`src/scbt_defines.svh`:
```
// constants of the scan bus transceiver: widths, cells, opcodes, codes
`ifndef SCBT_DEFINES_SVH
`define SCBT_DEFINES_SVH

// widths of the data path and of the test registers
`define SCBT_HALF_W      9
`define SCBT_DATA_W      18
`define SCBT_IR_W        8
`define SCBT_BSR_W       48
`define SCBT_BCR_W       3
`define SCBT_ID_W        32

// boundary cell positions (lsb of each group)
`define SCBT_BSR_A_LSB   0
`define SCBT_BSR_B_LSB   18
`define SCBT_BSR_CLK_LSB 36
`define SCBT_BSR_LE_LSB  40
`define SCBT_BSR_OE_LSB  44
// enable cells reset to one so a test mode entry starts undriven
`define SCBT_BSR_RST     48'hF000_0000_0000

// instruction opcodes, all of even parity
`define SCBT_OP_EXTEST   8'h00
`define SCBT_OP_SAMPLE   8'h82
`define SCBT_OP_INTEST   8'h03
`define SCBT_OP_HIGHZ    8'h06
`define SCBT_OP_CLAMP    8'h84
`define SCBT_OP_RUNT     8'h09
`define SCBT_OP_CELLT    8'h0A
`define SCBT_OP_SCANCN   8'h87
`define SCBT_OP_IDCODE   8'h81
`define SCBT_OP_BYPASS   8'hFF
`define SCBT_IR_RST      8'h81
`define SCBT_IR_CAPTURE  8'h81

// boundary control operation codes
`define SCBT_BC_PSA      3'h2
`define SCBT_BC_PSEUDO_RANDOM_PATTERN_GEN     3'h3
`define SCBT_BC_PSACNT   3'h4
`define SCBT_BC_COUNT    3'h5
`define SCBT_BCR_RST     3'h2

// feedback tap of the 18-bit signature/pattern shifter
`define SCBT_LFSR_TAP    10
// identification value: arbitrary, lsb one as the scan standard asks
`define SCBT_IDCODE      32'h1000_0001

`endif

```
`src/scbt_pkg.sv`:
```
// types of the scan bus transceiver
package scbt_pkg;
`include "scbt_defines.svh"

	// test controller states, one-hot
	typedef enum logic [15:0] {
		TAP_RESET  = 16'h0001,
		TAP_IDLE   = 16'h0002,
		TAP_SEL_DR = 16'h0004,
		TAP_CAP_DR = 16'h0008,
		TAP_SH_DR  = 16'h0010,
		TAP_EX1_DR = 16'h0020,
		TAP_PAU_DR = 16'h0040,
		TAP_EX2_DR = 16'h0080,
		TAP_UPD_DR = 16'h0100,
		TAP_SEL_IR = 16'h0200,
		TAP_CAP_IR = 16'h0400,
		TAP_SH_IR  = 16'h0800,
		TAP_EX1_IR = 16'h1000,
		TAP_PAU_IR = 16'h2000,
		TAP_EX2_IR = 16'h4000,
		TAP_UPD_IR = 16'h8000
	} scbt_tap_e;

	// control pins of one half
	typedef struct packed {
		logic a_to_b_output_enable_n;
		logic b_to_a_output_enable_n;
		logic a_to_b_latch_enable;
		logic b_to_a_latch_enable;
		logic a_to_b_clock;
		logic b_to_a_clock;
	} scbt_half_ctl_s;

	// state of one half
	typedef struct packed {
		logic [`SCBT_HALF_W-1:0] ab;
		logic [`SCBT_HALF_W-1:0] ba;
		logic                    clk_ab;
		logic                    clk_ba;
	} scbt_half_st_s;

	// state of the test controller
	typedef struct packed {
		scbt_tap_e             state;
		logic [`SCBT_IR_W-1:0] ir_sh;
		logic [`SCBT_IR_W-1:0] ir;
	} scbt_tap_st_s;

	// every input pin, as seen by a synchroniser stage
	typedef struct packed {
		logic [`SCBT_DATA_W-1:0] a;
		logic [`SCBT_DATA_W-1:0] b;
		scbt_half_ctl_s [1:0]    ctl;
		logic                    tck;
		logic                    tms;
		logic                    tdi;
	} scbt_pin_s;

	// decoded instruction
	typedef struct packed {
		logic bsr;
		logic id;
		logic bcr;
		logic test;
		logic run;
		logic highz;
	} scbt_dec_s;

	// state of the top level
	typedef struct packed {
		scbt_pin_s                s1;
		scbt_pin_s                s2;
		logic                     tck_q;
		logic [`SCBT_BSR_W-1:0]   bsr;
		logic [`SCBT_ID_W-1:0]    dr_sh;
		logic [`SCBT_BCR_W-1:0]   bcr;
		logic                     test;
		logic [`SCBT_DATA_W-1:0]  a_out;
		logic [`SCBT_DATA_W-1:0]  a_oe_n;
		logic [`SCBT_DATA_W-1:0]  b_out;
		logic [`SCBT_DATA_W-1:0]  b_oe_n;
		logic                     tdo;
		logic                     tdo_oe_n;
	} scbt_top_st_s;
endpackage

```
`src/scbt_half.sv`:
```
// one 9-bit half transceiver, both directions, latch or clocked storage
`timescale 1ns/1ps
`include "scbt_defines.svh"
module scbt_half (
	input  wire logic                     clk,
	input  wire logic                     rst,
	input  wire scbt_pkg::scbt_half_ctl_s ctl,
	input  wire logic [`SCBT_HALF_W-1:0]  a_in,
	input  wire logic [`SCBT_HALF_W-1:0]  b_in,
	output logic [`SCBT_HALF_W-1:0]       b_q,
	output logic [`SCBT_HALF_W-1:0]       a_q
);
	scbt_pkg::scbt_half_st_s st_ff;  // stored data and clock history
	scbt_pkg::scbt_half_st_s nxt_st; // next state

	// storage: transparent while enabled, else load on rising clock
	always_comb begin
		nxt_st = st_ff;
		nxt_st.clk_ab = ctl.a_to_b_clock;
		nxt_st.clk_ba = ctl.b_to_a_clock;
		if (ctl.a_to_b_latch_enable) begin
			nxt_st.ab = a_in;
		end else if (ctl.a_to_b_clock && !st_ff.clk_ab) begin
			nxt_st.ab = a_in;
		end
		// other b-to-a direction mirrors a-to-b
		if (ctl.b_to_a_latch_enable) begin
			nxt_st.ba = b_in;
		end else if (ctl.b_to_a_clock && !st_ff.clk_ba) begin
			nxt_st.ba = b_in;
		end
		// no enable and no edge: value held
	end

	// state register
	always_ff @(posedge clk or posedge rst) begin
		if (rst) begin
			st_ff <= '0;
		end else begin
			st_ff <= nxt_st;
		end
	end

	assign b_q = st_ff.ab;
	assign a_q = st_ff.ba;
endmodule

```
`src/scbt_tap.sv`:
```
// test controller state machine and instruction register
`timescale 1ns/1ps
`include "scbt_defines.svh"
module scbt_tap (
	input  wire logic            clk,
	input  wire logic            rst,
	input  wire logic            tck_rise,
	input  wire logic            tck_fall,
	input  wire logic            tms,
	input  wire logic            tdi,
	output scbt_pkg::scbt_tap_e  state,
	output logic [`SCBT_IR_W-1:0] ir,
	output logic                 ir_tdo
);
	scbt_pkg::scbt_tap_st_s st_ff;  // state, ir shifter, active ir
	scbt_pkg::scbt_tap_st_s nxt_st; // next value

	// advance on rising test clock per tms; ir updates on falling edge
	always_comb begin
		nxt_st = st_ff;
		if (tck_rise) begin
			case (st_ff.state)
			scbt_pkg::TAP_RESET: nxt_st.state = tms ?
				scbt_pkg::TAP_RESET : scbt_pkg::TAP_IDLE;
			scbt_pkg::TAP_IDLE: nxt_st.state = tms ?
				scbt_pkg::TAP_SEL_DR : scbt_pkg::TAP_IDLE;
			scbt_pkg::TAP_SEL_DR: nxt_st.state = tms ?
				scbt_pkg::TAP_SEL_IR : scbt_pkg::TAP_CAP_DR;
			scbt_pkg::TAP_CAP_DR, scbt_pkg::TAP_SH_DR: nxt_st.state = tms ?
				scbt_pkg::TAP_EX1_DR : scbt_pkg::TAP_SH_DR;
			scbt_pkg::TAP_EX1_DR: nxt_st.state = tms ?
				scbt_pkg::TAP_UPD_DR : scbt_pkg::TAP_PAU_DR;
			scbt_pkg::TAP_PAU_DR: nxt_st.state = tms ?
				scbt_pkg::TAP_EX2_DR : scbt_pkg::TAP_PAU_DR;
			scbt_pkg::TAP_EX2_DR: nxt_st.state = tms ?
				scbt_pkg::TAP_UPD_DR : scbt_pkg::TAP_SH_DR;
			scbt_pkg::TAP_UPD_DR, scbt_pkg::TAP_UPD_IR: nxt_st.state = tms ?
				scbt_pkg::TAP_SEL_DR : scbt_pkg::TAP_IDLE;
			scbt_pkg::TAP_SEL_IR: nxt_st.state = tms ?
				scbt_pkg::TAP_RESET : scbt_pkg::TAP_CAP_IR;
			scbt_pkg::TAP_CAP_IR, scbt_pkg::TAP_SH_IR: nxt_st.state = tms ?
				scbt_pkg::TAP_EX1_IR : scbt_pkg::TAP_SH_IR;
			scbt_pkg::TAP_EX1_IR: nxt_st.state = tms ?
				scbt_pkg::TAP_UPD_IR : scbt_pkg::TAP_PAU_IR;
			scbt_pkg::TAP_PAU_IR: nxt_st.state = tms ?
				scbt_pkg::TAP_EX2_IR : scbt_pkg::TAP_PAU_IR;
			scbt_pkg::TAP_EX2_IR: nxt_st.state = tms ?
				scbt_pkg::TAP_UPD_IR : scbt_pkg::TAP_SH_IR;
			default: nxt_st.state = scbt_pkg::TAP_RESET;
			endcase
			// capture fixed status, then shift lsb first from tdi
			if (st_ff.state == scbt_pkg::TAP_CAP_IR) begin
				nxt_st.ir_sh = `SCBT_IR_CAPTURE;
			end else if (st_ff.state == scbt_pkg::TAP_SH_IR) begin
				nxt_st.ir_sh = {tdi, st_ff.ir_sh[`SCBT_IR_W-1:1]};
			end
		end
		if (tck_fall && st_ff.state == scbt_pkg::TAP_UPD_IR) begin
			nxt_st.ir = st_ff.ir_sh;
		end
		// reset state pins the identification instruction
		if (st_ff.state == scbt_pkg::TAP_RESET) begin
			nxt_st.ir = `SCBT_IR_RST;
		end
	end

	// state register; power-up lands in the reset state
	always_ff @(posedge clk or posedge rst) begin
		if (rst) begin
			st_ff.state <= scbt_pkg::TAP_RESET;
			st_ff.ir_sh <= `SCBT_IR_CAPTURE;
			st_ff.ir    <= `SCBT_IR_RST;
		end else begin
			st_ff <= nxt_st;
		end
	end

	assign state  = st_ff.state;
	assign ir     = st_ff.ir;
	assign ir_tdo = st_ff.ir_sh[0];
endmodule

```
`src/scbt_xcvr.sv`:
```
// scan-testable 18-bit bus transceiver: two halves plus boundary scan
`timescale 1ns/1ps
`include "scbt_defines.svh"
// Contract
// - two independent 9-bit halves, own controls
// - latch enable high passes a to b
// - enable low, clock steady: b holds
// - enable low: rising clock stores a
// - output enable low drives b, else high-z
// - b-to-a mirrors a-to-b with own controls
// - undriven output enable reads high, outputs off
// - normal mode ignores test port activity
// - test mode: cells own every pin
// - exactly one shared boundary cell per pin
// - sample and cell self test without test mode
// - signature on inputs, random patterns on outputs
// - signature plus binary count on outputs
// - test logic samples rising, drives falling edge
// - tdi shifts into ir or register; pulled high
// - tdo shifts out ir or selected register
// - tms steers controller; pulled high
// - standard sixteen-state controller on rising test clock
// - 8-bit ir, 48/3/1/32-bit data registers
// - controller reset loads identification instruction
// - controller reset loads signature control code
module scbt_xcvr (
	input  wire logic                        clk,
	input  wire logic                        rst,
	input  wire logic [`SCBT_DATA_W-1:0]     a_in,
	output logic [`SCBT_DATA_W-1:0]          a_out,
	output logic [`SCBT_DATA_W-1:0]          a_oe_n,
	input  wire logic [`SCBT_DATA_W-1:0]     b_in,
	output logic [`SCBT_DATA_W-1:0]          b_out,
	output logic [`SCBT_DATA_W-1:0]          b_oe_n,
	input  wire scbt_pkg::scbt_half_ctl_s [1:0] half_ctl,
	input  wire logic                        tck,
	input  wire logic                        tms,
	input  wire logic                        tdi,
	output logic                             tdo,
	output logic                             tdo_oe_n
);
	scbt_pkg::scbt_top_st_s st_ff;     // all state of this level
	scbt_pkg::scbt_top_st_s nxt_st;    // next state
	scbt_pkg::scbt_tap_e    tap_state; // controller state
	scbt_pkg::scbt_dec_s    dec;       // decoded active instruction
	logic [`SCBT_IR_W-1:0]  ir;        // active instruction
	logic                   ir_tdo;    // ir shifter lsb
	logic                   tck_rise;  // one-cycle pulse per tck rise
	logic                   tck_fall;  // one-cycle pulse per tck fall
	logic [`SCBT_DATA_W-1:0] half_b;   // normal data toward b
	logic [`SCBT_DATA_W-1:0] half_a;   // normal data toward a
	logic [`SCBT_DATA_W-1:0] psa_val;  // next a-cell signature
	logic [`SCBT_DATA_W-1:0] cnt_val;  // next b-cell count

	// 18-bit shifter with one feedback tap, shared by signature/pattern
	function automatic logic [`SCBT_DATA_W-1:0] scbt_lfsr(
		input logic [`SCBT_DATA_W-1:0] v);
		scbt_lfsr = {v[`SCBT_DATA_W-2:0],
			v[`SCBT_DATA_W-1] ^ v[`SCBT_LFSR_TAP]};
	endfunction

	// instruction decode; unknown opcodes act as bypass
	function automatic scbt_pkg::scbt_dec_s scbt_decode(
		input logic [`SCBT_IR_W-1:0] op);
		scbt_decode = '0;
		case (op)
		`SCBT_OP_EXTEST, `SCBT_OP_INTEST: begin
			scbt_decode.bsr  = 1'b1;
			scbt_decode.test = 1'b1;
		end
		`SCBT_OP_SAMPLE: begin
			scbt_decode.bsr = 1'b1;
		end
		`SCBT_OP_RUNT: begin
			scbt_decode.bsr  = 1'b1;
			scbt_decode.test = 1'b1;
			scbt_decode.run  = 1'b1;
		end
		`SCBT_OP_CELLT: begin
			// cell self test runs while pins stay normal
			scbt_decode.bsr = 1'b1;
			scbt_decode.run = 1'b1;
		end
		`SCBT_OP_HIGHZ: begin
			scbt_decode.test  = 1'b1;
			scbt_decode.highz = 1'b1;
		end
		`SCBT_OP_CLAMP: begin
			scbt_decode.test = 1'b1;
		end
		`SCBT_OP_IDCODE: begin
			scbt_decode.id = 1'b1;
		end
		`SCBT_OP_SCANCN: begin
			scbt_decode.bcr = 1'b1;
		end
		default: begin
			scbt_decode = '0;
		end
		endcase
	endfunction

	// test port edges, found on synchronised tck only
	assign tck_rise = st_ff.s2.tck & ~st_ff.tck_q;
	assign tck_fall = ~st_ff.s2.tck & st_ff.tck_q;
	assign dec      = scbt_decode(ir);

	// test operation results, also read by the checks below
	assign psa_val = scbt_lfsr(st_ff.bsr[`SCBT_BSR_A_LSB +: `SCBT_DATA_W])
		^ st_ff.s2.a;
	assign cnt_val = st_ff.bsr[`SCBT_BSR_B_LSB +: `SCBT_DATA_W]
		+ `SCBT_DATA_W'(1);

	// controller and instruction register
	scbt_tap u_tap (
		.clk      (clk),
		.rst      (rst),
		.tck_rise (tck_rise),
		.tck_fall (tck_fall),
		.tms      (st_ff.s2.tms),
		.tdi      (st_ff.s2.tdi),
		.state    (tap_state),
		.ir       (ir),
		.ir_tdo   (ir_tdo)
	);

	// two halves, each on its own controls
	genvar h;
	generate
		for (h = 0; h < 2; h = h + 1) begin : g_half
			scbt_half u_half (
				.clk  (clk),
				.rst  (rst),
				.ctl  (st_ff.s2.ctl[h]),
				.a_in (st_ff.s2.a[h*`SCBT_HALF_W +: `SCBT_HALF_W]),
				.b_in (st_ff.s2.b[h*`SCBT_HALF_W +: `SCBT_HALF_W]),
				.b_q  (half_b[h*`SCBT_HALF_W +: `SCBT_HALF_W]),
				.a_q  (half_a[h*`SCBT_HALF_W +: `SCBT_HALF_W])
			);
		end
	endgenerate

	// next state: sync, test registers, tdo, pin drivers
	always_comb begin
		nxt_st = st_ff;
		// two-stage synchroniser on every pin input
		nxt_st.s1.a   = a_in;
		nxt_st.s1.b   = b_in;
		nxt_st.s1.ctl = half_ctl;
		nxt_st.s1.tck = tck;
		nxt_st.s1.tms = tms;
		nxt_st.s1.tdi = tdi;
		nxt_st.s2     = st_ff.s1;
		nxt_st.tck_q  = st_ff.s2.tck;

		if (tap_state == scbt_pkg::TAP_RESET) begin
			// controller reset: benign enable cells, signature code
			nxt_st.bcr = `SCBT_BCR_RST;
			nxt_st.bsr[`SCBT_BSR_OE_LSB +: 4] = 4'hF;
		end else if (tck_rise) begin
			case (tap_state)
			scbt_pkg::TAP_CAP_DR: begin
				if (dec.bsr) begin
					// one cell per pin catches the pin level
					nxt_st.bsr[`SCBT_BSR_A_LSB +: `SCBT_DATA_W] = st_ff.s2.a;
					nxt_st.bsr[`SCBT_BSR_B_LSB +: `SCBT_DATA_W] = st_ff.s2.b;
					for (int i = 0; i < 2; i++) begin
						nxt_st.bsr[`SCBT_BSR_OE_LSB + 2*i] =
							st_ff.s2.ctl[i].a_to_b_output_enable_n;
						nxt_st.bsr[`SCBT_BSR_OE_LSB + 2*i + 1] =
							st_ff.s2.ctl[i].b_to_a_output_enable_n;
						nxt_st.bsr[`SCBT_BSR_LE_LSB + 2*i] =
							st_ff.s2.ctl[i].a_to_b_latch_enable;
						nxt_st.bsr[`SCBT_BSR_LE_LSB + 2*i + 1] =
							st_ff.s2.ctl[i].b_to_a_latch_enable;
						nxt_st.bsr[`SCBT_BSR_CLK_LSB + 2*i] =
							st_ff.s2.ctl[i].a_to_b_clock;
						nxt_st.bsr[`SCBT_BSR_CLK_LSB + 2*i + 1] =
							st_ff.s2.ctl[i].b_to_a_clock;
					end
				end else if (dec.id) begin
					nxt_st.dr_sh = `SCBT_IDCODE;
				end else if (dec.bcr) begin
					nxt_st.dr_sh = {29'h0, st_ff.bcr};
				end else begin
					nxt_st.dr_sh = '0;
				end
			end
			scbt_pkg::TAP_SH_DR: begin
				// serial path length follows the selected register
				if (dec.bsr) begin
					nxt_st.bsr = {st_ff.s2.tdi, st_ff.bsr[`SCBT_BSR_W-1:1]};
				end else if (dec.id) begin
					nxt_st.dr_sh = {st_ff.s2.tdi, st_ff.dr_sh[`SCBT_ID_W-1:1]};
				end else if (dec.bcr) begin
					nxt_st.dr_sh[2:0] = {st_ff.s2.tdi, st_ff.dr_sh[2:1]};
				end else begin
					nxt_st.dr_sh[0] = st_ff.s2.tdi;
				end
			end
			scbt_pkg::TAP_IDLE: begin
				// boundary operations step once per test clock in idle
				if (dec.run) begin
					case (st_ff.bcr)
					`SCBT_BC_PSA: begin
						nxt_st.bsr[`SCBT_BSR_A_LSB +: `SCBT_DATA_W] =
							psa_val;
					end
					`SCBT_BC_PSEUDO_RANDOM_PATTERN_GEN: begin
						nxt_st.bsr[`SCBT_BSR_B_LSB +: `SCBT_DATA_W] = scbt_lfsr(
							st_ff.bsr[`SCBT_BSR_B_LSB +: `SCBT_DATA_W]);
					end
					`SCBT_BC_PSACNT: begin
						nxt_st.bsr[`SCBT_BSR_A_LSB +: `SCBT_DATA_W] = psa_val;
						nxt_st.bsr[`SCBT_BSR_B_LSB +: `SCBT_DATA_W] =
							cnt_val;
					end
					`SCBT_BC_COUNT: begin
						nxt_st.bsr[`SCBT_BSR_B_LSB +: `SCBT_DATA_W] = cnt_val;
					end
					default: begin
						// other codes leave the cells alone
						nxt_st.bsr = st_ff.bsr;
					end
					endcase
				end
			end
			default: begin
				// no register action in the remaining states
				nxt_st.bsr = st_ff.bsr;
			end
			endcase
		end

		if (tck_fall) begin
			if (tap_state == scbt_pkg::TAP_UPD_DR && dec.bcr) begin
				nxt_st.bcr = st_ff.dr_sh[2:0];
			end
			// tdo drives only while a shift state holds
			if (tap_state == scbt_pkg::TAP_SH_DR) begin
				nxt_st.tdo      = dec.bsr ? st_ff.bsr[0] : st_ff.dr_sh[0];
				nxt_st.tdo_oe_n = 1'b0;
			end else if (tap_state == scbt_pkg::TAP_SH_IR) begin
				nxt_st.tdo      = ir_tdo;
				nxt_st.tdo_oe_n = 1'b0;
			end else begin
				nxt_st.tdo_oe_n = 1'b1;
			end
			// mode follows instruction, reset state forces normal
			nxt_st.test = dec.test
				&& tap_state != scbt_pkg::TAP_RESET;
		end

		if (nxt_st.test) begin
			// test mode: cells drive pins, changed on falling tck only
			if (tck_fall) begin
				nxt_st.a_out = st_ff.bsr[`SCBT_BSR_A_LSB +: `SCBT_DATA_W];
				nxt_st.b_out = st_ff.bsr[`SCBT_BSR_B_LSB +: `SCBT_DATA_W];
				for (int i = 0; i < 2; i++) begin
					nxt_st.b_oe_n[i*`SCBT_HALF_W +: `SCBT_HALF_W] =
						{`SCBT_HALF_W{dec.highz
						| st_ff.bsr[`SCBT_BSR_OE_LSB + 2*i]}};
					nxt_st.a_oe_n[i*`SCBT_HALF_W +: `SCBT_HALF_W] =
						{`SCBT_HALF_W{dec.highz
						| st_ff.bsr[`SCBT_BSR_OE_LSB + 2*i + 1]}};
				end
			end
		end else begin
			// normal mode: test port has no say over the pins
			nxt_st.a_out = half_a;
			nxt_st.b_out = half_b;
			for (int i = 0; i < 2; i++) begin
				// a floating enable pulls high and so stays off
				nxt_st.b_oe_n[i*`SCBT_HALF_W +: `SCBT_HALF_W] =
					{`SCBT_HALF_W{st_ff.s2.ctl[i].a_to_b_output_enable_n}};
				nxt_st.a_oe_n[i*`SCBT_HALF_W +: `SCBT_HALF_W] =
					{`SCBT_HALF_W{st_ff.s2.ctl[i].b_to_a_output_enable_n}};
			end
		end
	end

	// state register; power-up leaves every driver off
	always_ff @(posedge clk or posedge rst) begin
		if (rst) begin
			st_ff          <= '0;
			// sync stages start at the pulled-up idle level of the control
			// pins, else the enables would read low and drive for two cycles
			st_ff.s1.ctl   <= '1;
			st_ff.s2.ctl   <= '1;
			st_ff.bsr      <= `SCBT_BSR_RST;
			st_ff.bcr      <= `SCBT_BCR_RST;
			st_ff.a_oe_n   <= '1;
			st_ff.b_oe_n   <= '1;
			st_ff.tdo_oe_n <= 1'b1;
		end else begin
			st_ff <= nxt_st;
		end
	end

	assign a_out    = st_ff.a_out;
	assign a_oe_n   = st_ff.a_oe_n;
	assign b_out    = st_ff.b_out;
	assign b_oe_n   = st_ff.b_oe_n;
	assign tdo      = st_ff.tdo;
	assign tdo_oe_n = st_ff.tdo_oe_n;
endmodule

```
`config.mk`:
```
export PLATFORM = sky130hd
export DESIGN_NAME = scbt_xcvr
export DESIGN_NICKNAME = d
export VERILOG_FILES = /design/src/scbt_pkg.sv /design/src/scbt_half.sv /design/src/scbt_tap.sv /design/src/scbt_xcvr.sv
export VERILOG_INCLUDE_DIRS = /design/src
export SDC_FILE = /design/constraint.sdc
export NUM_CORES = 1
export LEC_CHECK = 0
export BUFFER_PORTS_ARGS = -buffer_cell sky130_fd_sc_hd__buf_4
export CAP_MARGIN = 20
export CORE_MARGIN = 2
export CORE_UTILIZATION = 53
export DETAILED_ROUTE_END_ITERATION = 7
export PLACE_DENSITY_LB_ADDON = 0.08
export SYNTH_ARGS = -nofsm -noshare
export SYNTH_HDL_FRONTEND = slang
export SYNTH_SLANG_ARGS = --single-unit
```
`constraint.sdc`:
```
create_clock -name clk -period 12.1 [get_ports clk]
set_input_delay 3.63 -clock clk [delete_from_list [all_inputs] [get_ports clk]]
set_output_delay 3.63 -clock clk [all_outputs]
set_load 0.03 [all_outputs]
```
## Word-level counts from Yosys, hierarchy flattened

Cells that the tools add are included.

| word-level totals | value |
|---|---|
| logic and storage cells | 214 |
| bits of input ports | 53 |
| flip-flop bits (word level) | 333 |
| output and inout bits | 74 |

| cells by class | value |
|---|---|
| bitwise logic cells | 13 |
| multiplexer cells | 57 |
| add/subtract/negate cells | 1 |
| eq/ne operators | 42 |
| reduce and logical (&&, ||, !) cells | 40 |

Operators by type and width:

| cell | count |
|---|---|
| $pmux 16 s12 | 1 |
| $mux 72 | 2 |
| $pmux 48 s3 | 1 |
| $mux 32 | 3 |
| $mux 48 | 2 |
| $mux 9 | 10 |
| $mux 80 | 1 |
| $pmux 32 s2 | 1 |
| $mux 8 | 5 |
| $mux 36 | 1 |
| $pmux 18 s2 | 1 |
| $eq 8x8->1 const B | 4 |
| $mux 16 | 2 |
| $mux 29 | 1 |
| $add 18x1->18 const B | 1 |
| $mux 18 | 1 |
| $reduce_and 6->1 | 3 |
| $reduce_bool 2->1 | 9 |
| $xor 18x18->18 | 1 |
| $eq 16x1->1 const B | 1 |
| $eq 16x10->1 const B | 1 |
| $eq 16x11->1 const B | 1 |
| $eq 16x12->1 const B | 1 |
| $eq 16x13->1 const B | 1 |
| 43 further kinds | 98 |

## Logic depth before layout (Yosys ltp)

Gate-level depths: netlist (run 1).

| logic depth | value |
|---|---|
| depth after elaboration | 8 |
| gate-level depth with buffers | 10 |
| gate-level depth less buffers | 7 |

## Modules after synthesis

From an unflattened synthesis (run 1), not the netlist that was laid out.

| second synthesis, totals | value |
|---|---|
| cell total of the unflattened synthesis | 1356 |
| area, all modules | 14054.7 um^2 |

By module, submodules not included:

| module | cells an instance | area an instance (um^2) | sequential area each (um^2) | times used |
|---|---|---|---|---|
| scbt_xcvr | 1027 | 10339.9 | 5773.0 | 1 |
| scbt_tap | 207 | 1950.6 | 807.0 | 1 |
| scbt_half | 61 | 882.1 | 500.5 | 2 |

## Worst setup path after synthesis (run 1)

No wires, ideal clock.

| timing | value |
|---|---|
| path type | flip-flop to output port |
| start | register, netlist name a_oe_n[8] |
| end | output a_oe_n[0] |
| setup slack | 7.723 ns |
| arrival | 0.747 ns |
| path buffers | 1 |
| required time | 8.470 ns |
| cell stages (with the launch flop) | 2 |
| cell sequence | dfstp_2 > buf_4 |

RTL lines:

| element | RTL line | source |
|---|---|---|
| end: declaration | scbt_xcvr.sv:31 | `` output logic [`SCBT_DATA_W-1:0] a_oe_n, `` |

==> results of run 1 <==
## registers in the layout (all words and copies together) (netlist names)
name	count
u_tap.st_ff	7
u_tap.ir_tdo	1
u_tap.ir	8
u_tap.state	16
g_half.u_half.b_q	18
tdo	1
tdo_oe_n	1
b_oe_n	2
a_out	18
a_oe_n	2
g_half.u_half.st_ff	4
g_half.u_half.a_q	18
b_out	18
nxt_st	52
st_ff	135
## cell type report
type,count,share of cell area (%)
Clock inverter,13,1.19
Tap cell,324,2.73
Inverter,35,0.936
Timing Repair Buffer,143,7.29
Multi-Input combinational cell,798,31.0
Sequential cell,301,51.1
Clock buffer,43,5.73
## stage by stage
stage | total power, mW | util [%]
floorplan | 1.32 | -
global placement | 1.40 | 56.5
detailed placement | 1.41 | 56.6
CTS | 2.36 | 60.8
global route | 2.44 | 60.8
finish | 2.34 | 60.8
## power by group
part / leakage [nW] / switching, mW / internal (mW) / total, mW
registers: 3.73 / 0.0345 / 1.06 / 1.10
clock network: 0.510 / 0.374 / 0.572 / 0.946
logic: 2.40 / 0.195 / 0.100 / 0.295
## Yosys cell counts (all sizes together), types with 5 or more instances
| cell type | instances | area [sq um] |
|---|---|---|
| a21oi | 66 | 330 |
| mux2i | 26 | 260 |
| buf | 92 | 657 |
| mux2 | 21 | 236 |
| a22oi | 11 | 82.6 |
| nor2b | 10 | 62.6 |
| clkbuf | 62 | 233 |
| a31oi | 39 | 244 |
| a22o | 12 | 105 |
| a32o | 23 | 230 |
| a211oi | 6 | 45.0 |
| or2 | 8 | 50.1 |
| nand2b | 8 | 50.1 |
| o21ai | 115 | 583 |
| nor4 | 16 | 145 |
| xor2 | 9 | 78.8 |
| or3 | 5 | 31.3 |
| nor3 | 14 | 75.1 |
| nand3 | 17 | 85.1 |
| inv | 35 | 131 |
| o211ai | 6 | 45.0 |
| nor2 | 74 | 285 |
| or4 | 7 | 71.3 |
| dfstp | 39 | 1020 |
| dfrtp | 262 | 6560 |
| o41ai | 5 | 43.8 |
| nand4 | 8 | 50.1 |
| nand2 | 233 | 875 |
| nand4b | 5 | 43.8 |
## critical path: stages
cell   delay [ns]
buf_4        0.13
inv_8        0.38
buf_4        0.83
buf_4        0.81
## final timing paths
check	start	to	slack (ns)	cells after the start
worst max-delay path	rst	g_half[1].u_half.b_q[8]$_DFFE_PP0P_	6.77	4
worst min-delay path	nxt_st[208]$_DFF_PP0_	st_ff[208]$_DFF_PP0_	0.34	0
worst max register to register	u_tap.state[5]$_DFFE_PP0P_	st_ff[140]$_DFFE_PP0P_	8.82	8
worst min register to register	nxt_st[208]$_DFF_PP0_	st_ff[208]$_DFF_PP0_	0.34	0
max in group clk	a_oe_n[8]$_DFFE_PP1P_	a_oe_n[1]	7.13	1
min in group asynchronous	rst	st_ff[122]$_DFFE_PP0P_	3.13	2
## kinds of logic after synthesis
logic type | Yosys count | synth area share, %
compound gates | 315 | 15.1
xor+xnor | 14 | 1.04
fa+ha+maj | 1 | 0.0948
buf+inv | 189 | 7.74
flops | 301 | 57.5
mux | 47 | 3.77
simple gates | 421 | 14.8
## metal layers
metal	track usage, %	up-vias	share of wire [%]
li1	-	4461	-
met1	34.5	4532	46
met5	0	-	0
met2	36.5	266	46
met4	4.71	0	1.7
met3	2.96	41	5.7
==> reports/results.ini, run 1 <==
[yosys]
synth_edf_count=0
synth_warnings=0
synth_area_sq_um=13200
synthFlopType=dfrtp_1
ys_types=66
netlist_instances=1288
synth_seq_cells=301
syn_area_per_cell_sq_um=10.2
seq_area_frac_synth_pct=57.5
synthesis.nets=1342
synthArstFlopShare_pct=100

[detailed_routing]
via_per_inst=5.61
wl_per_cell_microns=17.9
drc_errors=0
vias=9300
routed_wl_microns=29600
dr.first_iter.drc_count=711
postRouteAntennaNets=0
dr.pass1.iters=7

[sta]
finalSetupViolCount=0
rsz0062_at_grt=no
tns_ns=0
relSlewSlack_pct=31.7
hold_ws_ns=0.342
max_clock_freq_mhz=188
worst_slew_pin_slew_ns=1.02
report.final.slew_viol_count=0
period_needed_ns=5.33
hold_viol_final=0
fin_ws_ns=6.77
clock_skew_ns=0.0111
fin_crit_sh_pct=44.0

[grt]
track_usage_pct=23.0
grt_pass1_vias=8848
overflow=0
grt_first_pass_wirelength_microns=48200
grt_max_degree=84
antenna_found_initial=0

[critical_path]
arrival_ns=5.91
worstPathMaxFanout=83
worstSetupEndpointType=asynchronous set/reset pin
start_kind=primary input
path_class=primary input to asynchronous set/reset pin
critical_path_required_ns=12.68

[cts]
cts_resized=0
cts_made_buffers=30
clock-sinks=301
cts_tree=done
clkTransAtPathRegs_ns=0.06
insertion_delay_ns=0.56
h-tree-depth=1
clockBufferDepth=3
ctsHoldBuffers=0
post_cts_buffers=0
root_buffer=clkbuf_16

[power_and_ir_drop]
power_density_nw_per_um2=158
ir_drop_v=0.000153
p_leak_nw=6.63

[worst_hold_path]
hold_path.class=register to register

[layout]
nets=1363
area_delta_synth_final_pct=12.5
regArea_sq_um=7580
drive_gt1_share_pct=21.1
final_cell_mix=dfrtp_1 (262), nand2_1 (232), buf_4 (142)
layout_commonest_cell=dfrtp_1
antenna_cells=0
fin_area_sq_um=14800
final_cells=1657
multi_input_area_sq_um=4600
n_fill_cell=2058

[die]
start_util_pct=54.1
chipWidth_microns=162
coreArea_sq_um=24400
io_pins=127
placementRows=57
die_area_sq_um=26200
die_h_microns=162

[place]
place.gp.congestion=0.878
dpl_cell_area_sq_um=13800
dp.final_hpwl_microns=19600
io_buffers=126
dp.cells=1600
pre_cts_ws_ns=6.06

[run_status]
status=finished clean

[flow_run]
maxCapViolCount=0

Power figures use the tool's default switching activity.
==> run 2: changes to the inputs <==
--- a/config.mk
+++ b/config.mk
@@ -6,10 +6,11 @@
 export SDC_FILE = /design/constraint.sdc
 export NUM_CORES = 1
 export LEC_CHECK = 0
+export ABC_AREA = 1
 export BUFFER_PORTS_ARGS = -buffer_cell sky130_fd_sc_hd__buf_4
 export CAP_MARGIN = 20
 export CORE_MARGIN = 2
-export CORE_UTILIZATION = 53
+export CORE_UTILIZATION = 60
 export DETAILED_ROUTE_END_ITERATION = 7
 export PLACE_DENSITY_LB_ADDON = 0.08
 export SYNTH_ARGS = -nofsm -noshare
==> constraint.sdc (replaced) <==
create_clock -name clk -period 5.5 [get_ports clk]
set_input_delay 1.65 -clock clk [delete_from_list [all_inputs] [get_ports clk]]
set_output_delay 1.65 -clock clk [all_outputs]
set_load 0.03 [all_outputs]
==> run 2 against run 1 <==
  * Clock skew is 0.0058 ns higher
  * Combinational power grew to 3.5 times the previous value
  * Utilization is 7.7 points higher
  * Cell count is 21% higher
  * Critical path type is now register to register
==> reports/results.ini, run 2 <==
[run_status]
status=finished clean  ; unchanged

[yosys]
seq_area_frac_synth_pct=54.0  ; was 57.5%
synth_compound_area_share_pct=8.56  ; was 15.1%
synth_top_cell_area_share_pct=46.7  ; was 49.7%
synth_top_family_by_area=simple AND/OR/NAND/NOR gates  ; was compound AO/OA/AOI/OAI gates
yosys.area_share.simple_pct=25.8  ; was 14.8%
synthArstFlopShare_pct=100  ; unchanged
netlist_top_cells_count=nand2_1 (465), dfrtp_1 (262), nor2_1 (144)  ; was dfrtp_1 (262), nand2_1 (233), o21ai_0 (78)
synth_fa_ha_area_share_pct=0.0892  ; was 0.0949%
synth_mux_area_share_pct=0  ; was 3.77%
synth.top_cells.by_area=dfrtp_1 (47%), nand2_1 (12%), dfstp_2 (7.3%), nand3_1 (4.8%), buf_4 (4.1%)  ; was dfrtp_1 (50%), dfstp_2 (7.8%), nand2_1 (6.6%), buf_4 (4.1%), o21ai_0 (3.0%)
synthesis.nets=1688  ; was 1342
synth_warnings=0  ; unchanged
synth_area_sq_um=14000  ; was 13200 sq um
netlist_instances=1634  ; was 1288
ys_types=38  ; was 66
post-synth-top-count-cell=nand2_1  ; was dfrtp_1
synthXorXnorAreaFrac_pct=1.50  ; was 1.04%
syn_area_per_cell_sq_um=8.58  ; was 10.2 sq um
synth_edf_count=0  ; unchanged
synth_seq_cells=301  ; unchanged
synth_top_area_cell=dfrtp_1  ; unchanged
synthFlopType=dfrtp_1  ; unchanged

[critical_path]
worstSetupEndpointType=register  ; was asynchronous set/reset pin
path_delay_family=simple AND/OR/NAND/NOR gates  ; was buffers and inverters
slowest_stage=nand2_2  ; was buf_4
worstPathMaxFanout=41  ; was 83
cp_cell_sequence=inv_2 -> nand2_1 -> nor2_2 -> nand3_1 -> nand4_2 -> nand2_2 -> nand2_1 -> nor2_1 -> nor2_1  ; was buf_4 -> inv_8 -> buf_4 -> buf_4
start_kind=register  ; was primary input
path_buf_inv=1  ; was 4
slowest_delay_ns=0.99  ; was 0.83 ns
critical_path_required_ns=5.99  ; was 12.68 ns
arrival_ns=3.78  ; was 5.91 ns
path_class=register to register  ; was primary input to asynchronous set/reset pin

[sta]
relSlewSlack_pct=27.1  ; was 31.7%
finalSetupViolCount=0  ; unchanged
hold_viol_final=0  ; unchanged
clock_skew_ns=0.0169  ; was 0.0111 ns
rsz0062_at_grt=no  ; unchanged
max_clock_freq_mhz=304
fin_crit_sh_pct=59.8
period_needed_ns=3.29
worst_slew_pin_slew_ns=1.09  ; was 1.02 ns
report.final.slew_viol_count=0  ; unchanged

[power_and_ir_drop]
power_density_nw_per_um2=377  ; was 158 nW/um^2
fin_total_pwr_mw=5.89  ; was 2.34 mW
p_leak_nw=7.70  ; was 6.63 nW
ir_drop_v=0.000364  ; was 0.000153 V

[layout]
regArea_sq_um=7580  ; unchanged
largest_reg_flops=135  ; unchanged
antenna_cells=0  ; unchanged
layout_commonest_cell=nand2_1  ; was dfrtp_1
final_cell_mix=nand2_1 (464), dfrtp_1 (262), nor2_1 (144)  ; was dfrtp_1 (262), nand2_1 (232), buf_4 (142)
area_delta_synth_final_pct=11.2  ; was 12.5%
drive_gt1_share_pct=17.8  ; was 21.1%
n_fill_cell=1822  ; was 2058
nets=1719  ; was 1363
top_register=st_ff  ; unchanged
final_cells=2001  ; was 1657
multi_input_area_sq_um=5040  ; was 4600 sq um

[place]
dp.cells=1946  ; was 1600
place.gp.congestion=0.891  ; was 0.878
dp.final_hpwl_microns=22200  ; was 19600 microns
io_buffers=126  ; unchanged

[cts]
post_cts_buffers=0  ; unchanged
clock-sinks=301  ; unchanged
ctsHoldBuffers=0  ; unchanged
clockBufferDepth=3  ; unchanged
cts_resized=0  ; unchanged
h-tree-depth=1  ; unchanged
insertion_delay_ns=0.56  ; about the same
clkTransAtPathRegs_ns=0.06  ; about the same
root_buffer=clkbuf_16  ; unchanged
cts_tree=done  ; unchanged
cts_made_buffers=30  ; unchanged

[die]
die_h_microns=157  ; was 162 microns
die_area_sq_um=24600  ; was 26200 sq um
io_pins=127  ; unchanged
coreArea_sq_um=22800  ; was 24400 sq um
chipWidth_microns=157  ; was 162 microns
start_util_pct=61.6  ; was 54.1%
placementRows=55  ; was 57

[detailed_routing]
drc_errors=0  ; unchanged
vias=10900  ; was 9300
wl_per_cell_microns=16.4  ; was 17.9 microns
dr.pass1.iters=5  ; was 7
via_per_inst=5.45  ; was 5.61
postRouteAntennaNets=0  ; unchanged
routed_wl_microns=32900  ; was 29600 microns
dr.first_iter.drc_count=974  ; was 711

[grt]
antenna_found_initial=0  ; unchanged
grt_max_degree=196  ; was 84
track_usage_pct=27.3  ; was 23.0%
overflow=0  ; unchanged
grt_first_pass_wirelength_microns=52800  ; was 48200 microns
grt_pass1_vias=10000  ; was 8848

[flow_run]
maxCapViolCount=0  ; unchanged

[worst_hold_path]
hold_path.class=register to register  ; unchanged

-- run 2: final timing paths --
| path | start | to | slack (ns) | cells after the start |
|---|---|---|---|---|
| worst max register to register | u_tap.ir[7]$_DFFE_PP1P_ | a_oe_n[8]$_DFFE_PP1P_ | 2.21 | 9 |
| min in group asynchronous | rst | nxt_st[159]$_DFF_PP0_ | 1.27 | 3 |
| worst max-delay path | u_tap.ir[7]$_DFFE_PP1P_ | a_oe_n[8]$_DFFE_PP1P_ | 2.21 | 9 |
| worst min-delay path | nxt_st[174]$_DFF_PP0_ | st_ff[174]$_DFF_PP0_ | 0.35 | 0 |
| max in group asynchronous | rst | st_ff[134]$_DFFE_PP0P_ | 3.27 | 3 |
| worst min register to register | nxt_st[174]$_DFF_PP0_ | st_ff[174]$_DFF_PP0_ | 0.35 | 0 |
-- run 2: layout make-up --
type,instances,area share (%)
Clock buffer,47,6.14
Clock inverter,8,0.481
Inverter,137,3.34
Multi-Input combinational cell,1061,32.3
Sequential cell,301,48.6
Tap cell,313,2.51
Timing Repair Buffer,134,6.61
-- run 2: logic make-up after synthesis --
family	after synthesis
simple gates	826
flops	301
buf+inv	272
compound gates	210
xor+xnor	24
fa+ha+maj	1
-- run 2: power by group --
part / internal [mW] / switching [mW]
Clock: 1.24 / 0.852
Combinational: 0.335 / 0.705
Sequential: 2.46 / 0.292
-- run 2: worst register-to-register path, stage by stage, from the launching register on --
cell and delay, ns:
dfstp_2 0.55, inv_2 0.05, nand2_1 0.07, nor2_2 0.06
nand3_1 0.23, nand4_2 0.78, nand2_2 1.00, nand2_1 0.27
nor2_1 0.16, nor2_1 0.06
-- run 2: layer usage --
metal,track usage [%],wire (microns),vias up,part of all wire (%)
met3,4.38,2770,44,8.4
met2,39.9,14100,438,43
met4,6.51,502,0,1.5
li1,-,-,5213,-
met5,0,0,-,0
met1,42.9,15500,5202,47
-- run 2: metrics by stage --
step                      util, %  setup WS (ns)  TNS (ns)  area [sq um]  hold slack, ns
after floorplan                 -         -0.119    -31.23         14000           0.331
after global placement       64.0           2.43         0         14600           0.332
after detailed placement     64.0           2.28         0         14600           0.335
after CTS                    68.5           2.27         0         15600           0.348
after global routing         68.5           1.94         0         15600           0.350
final                        68.5           2.21         0         15600           0.346
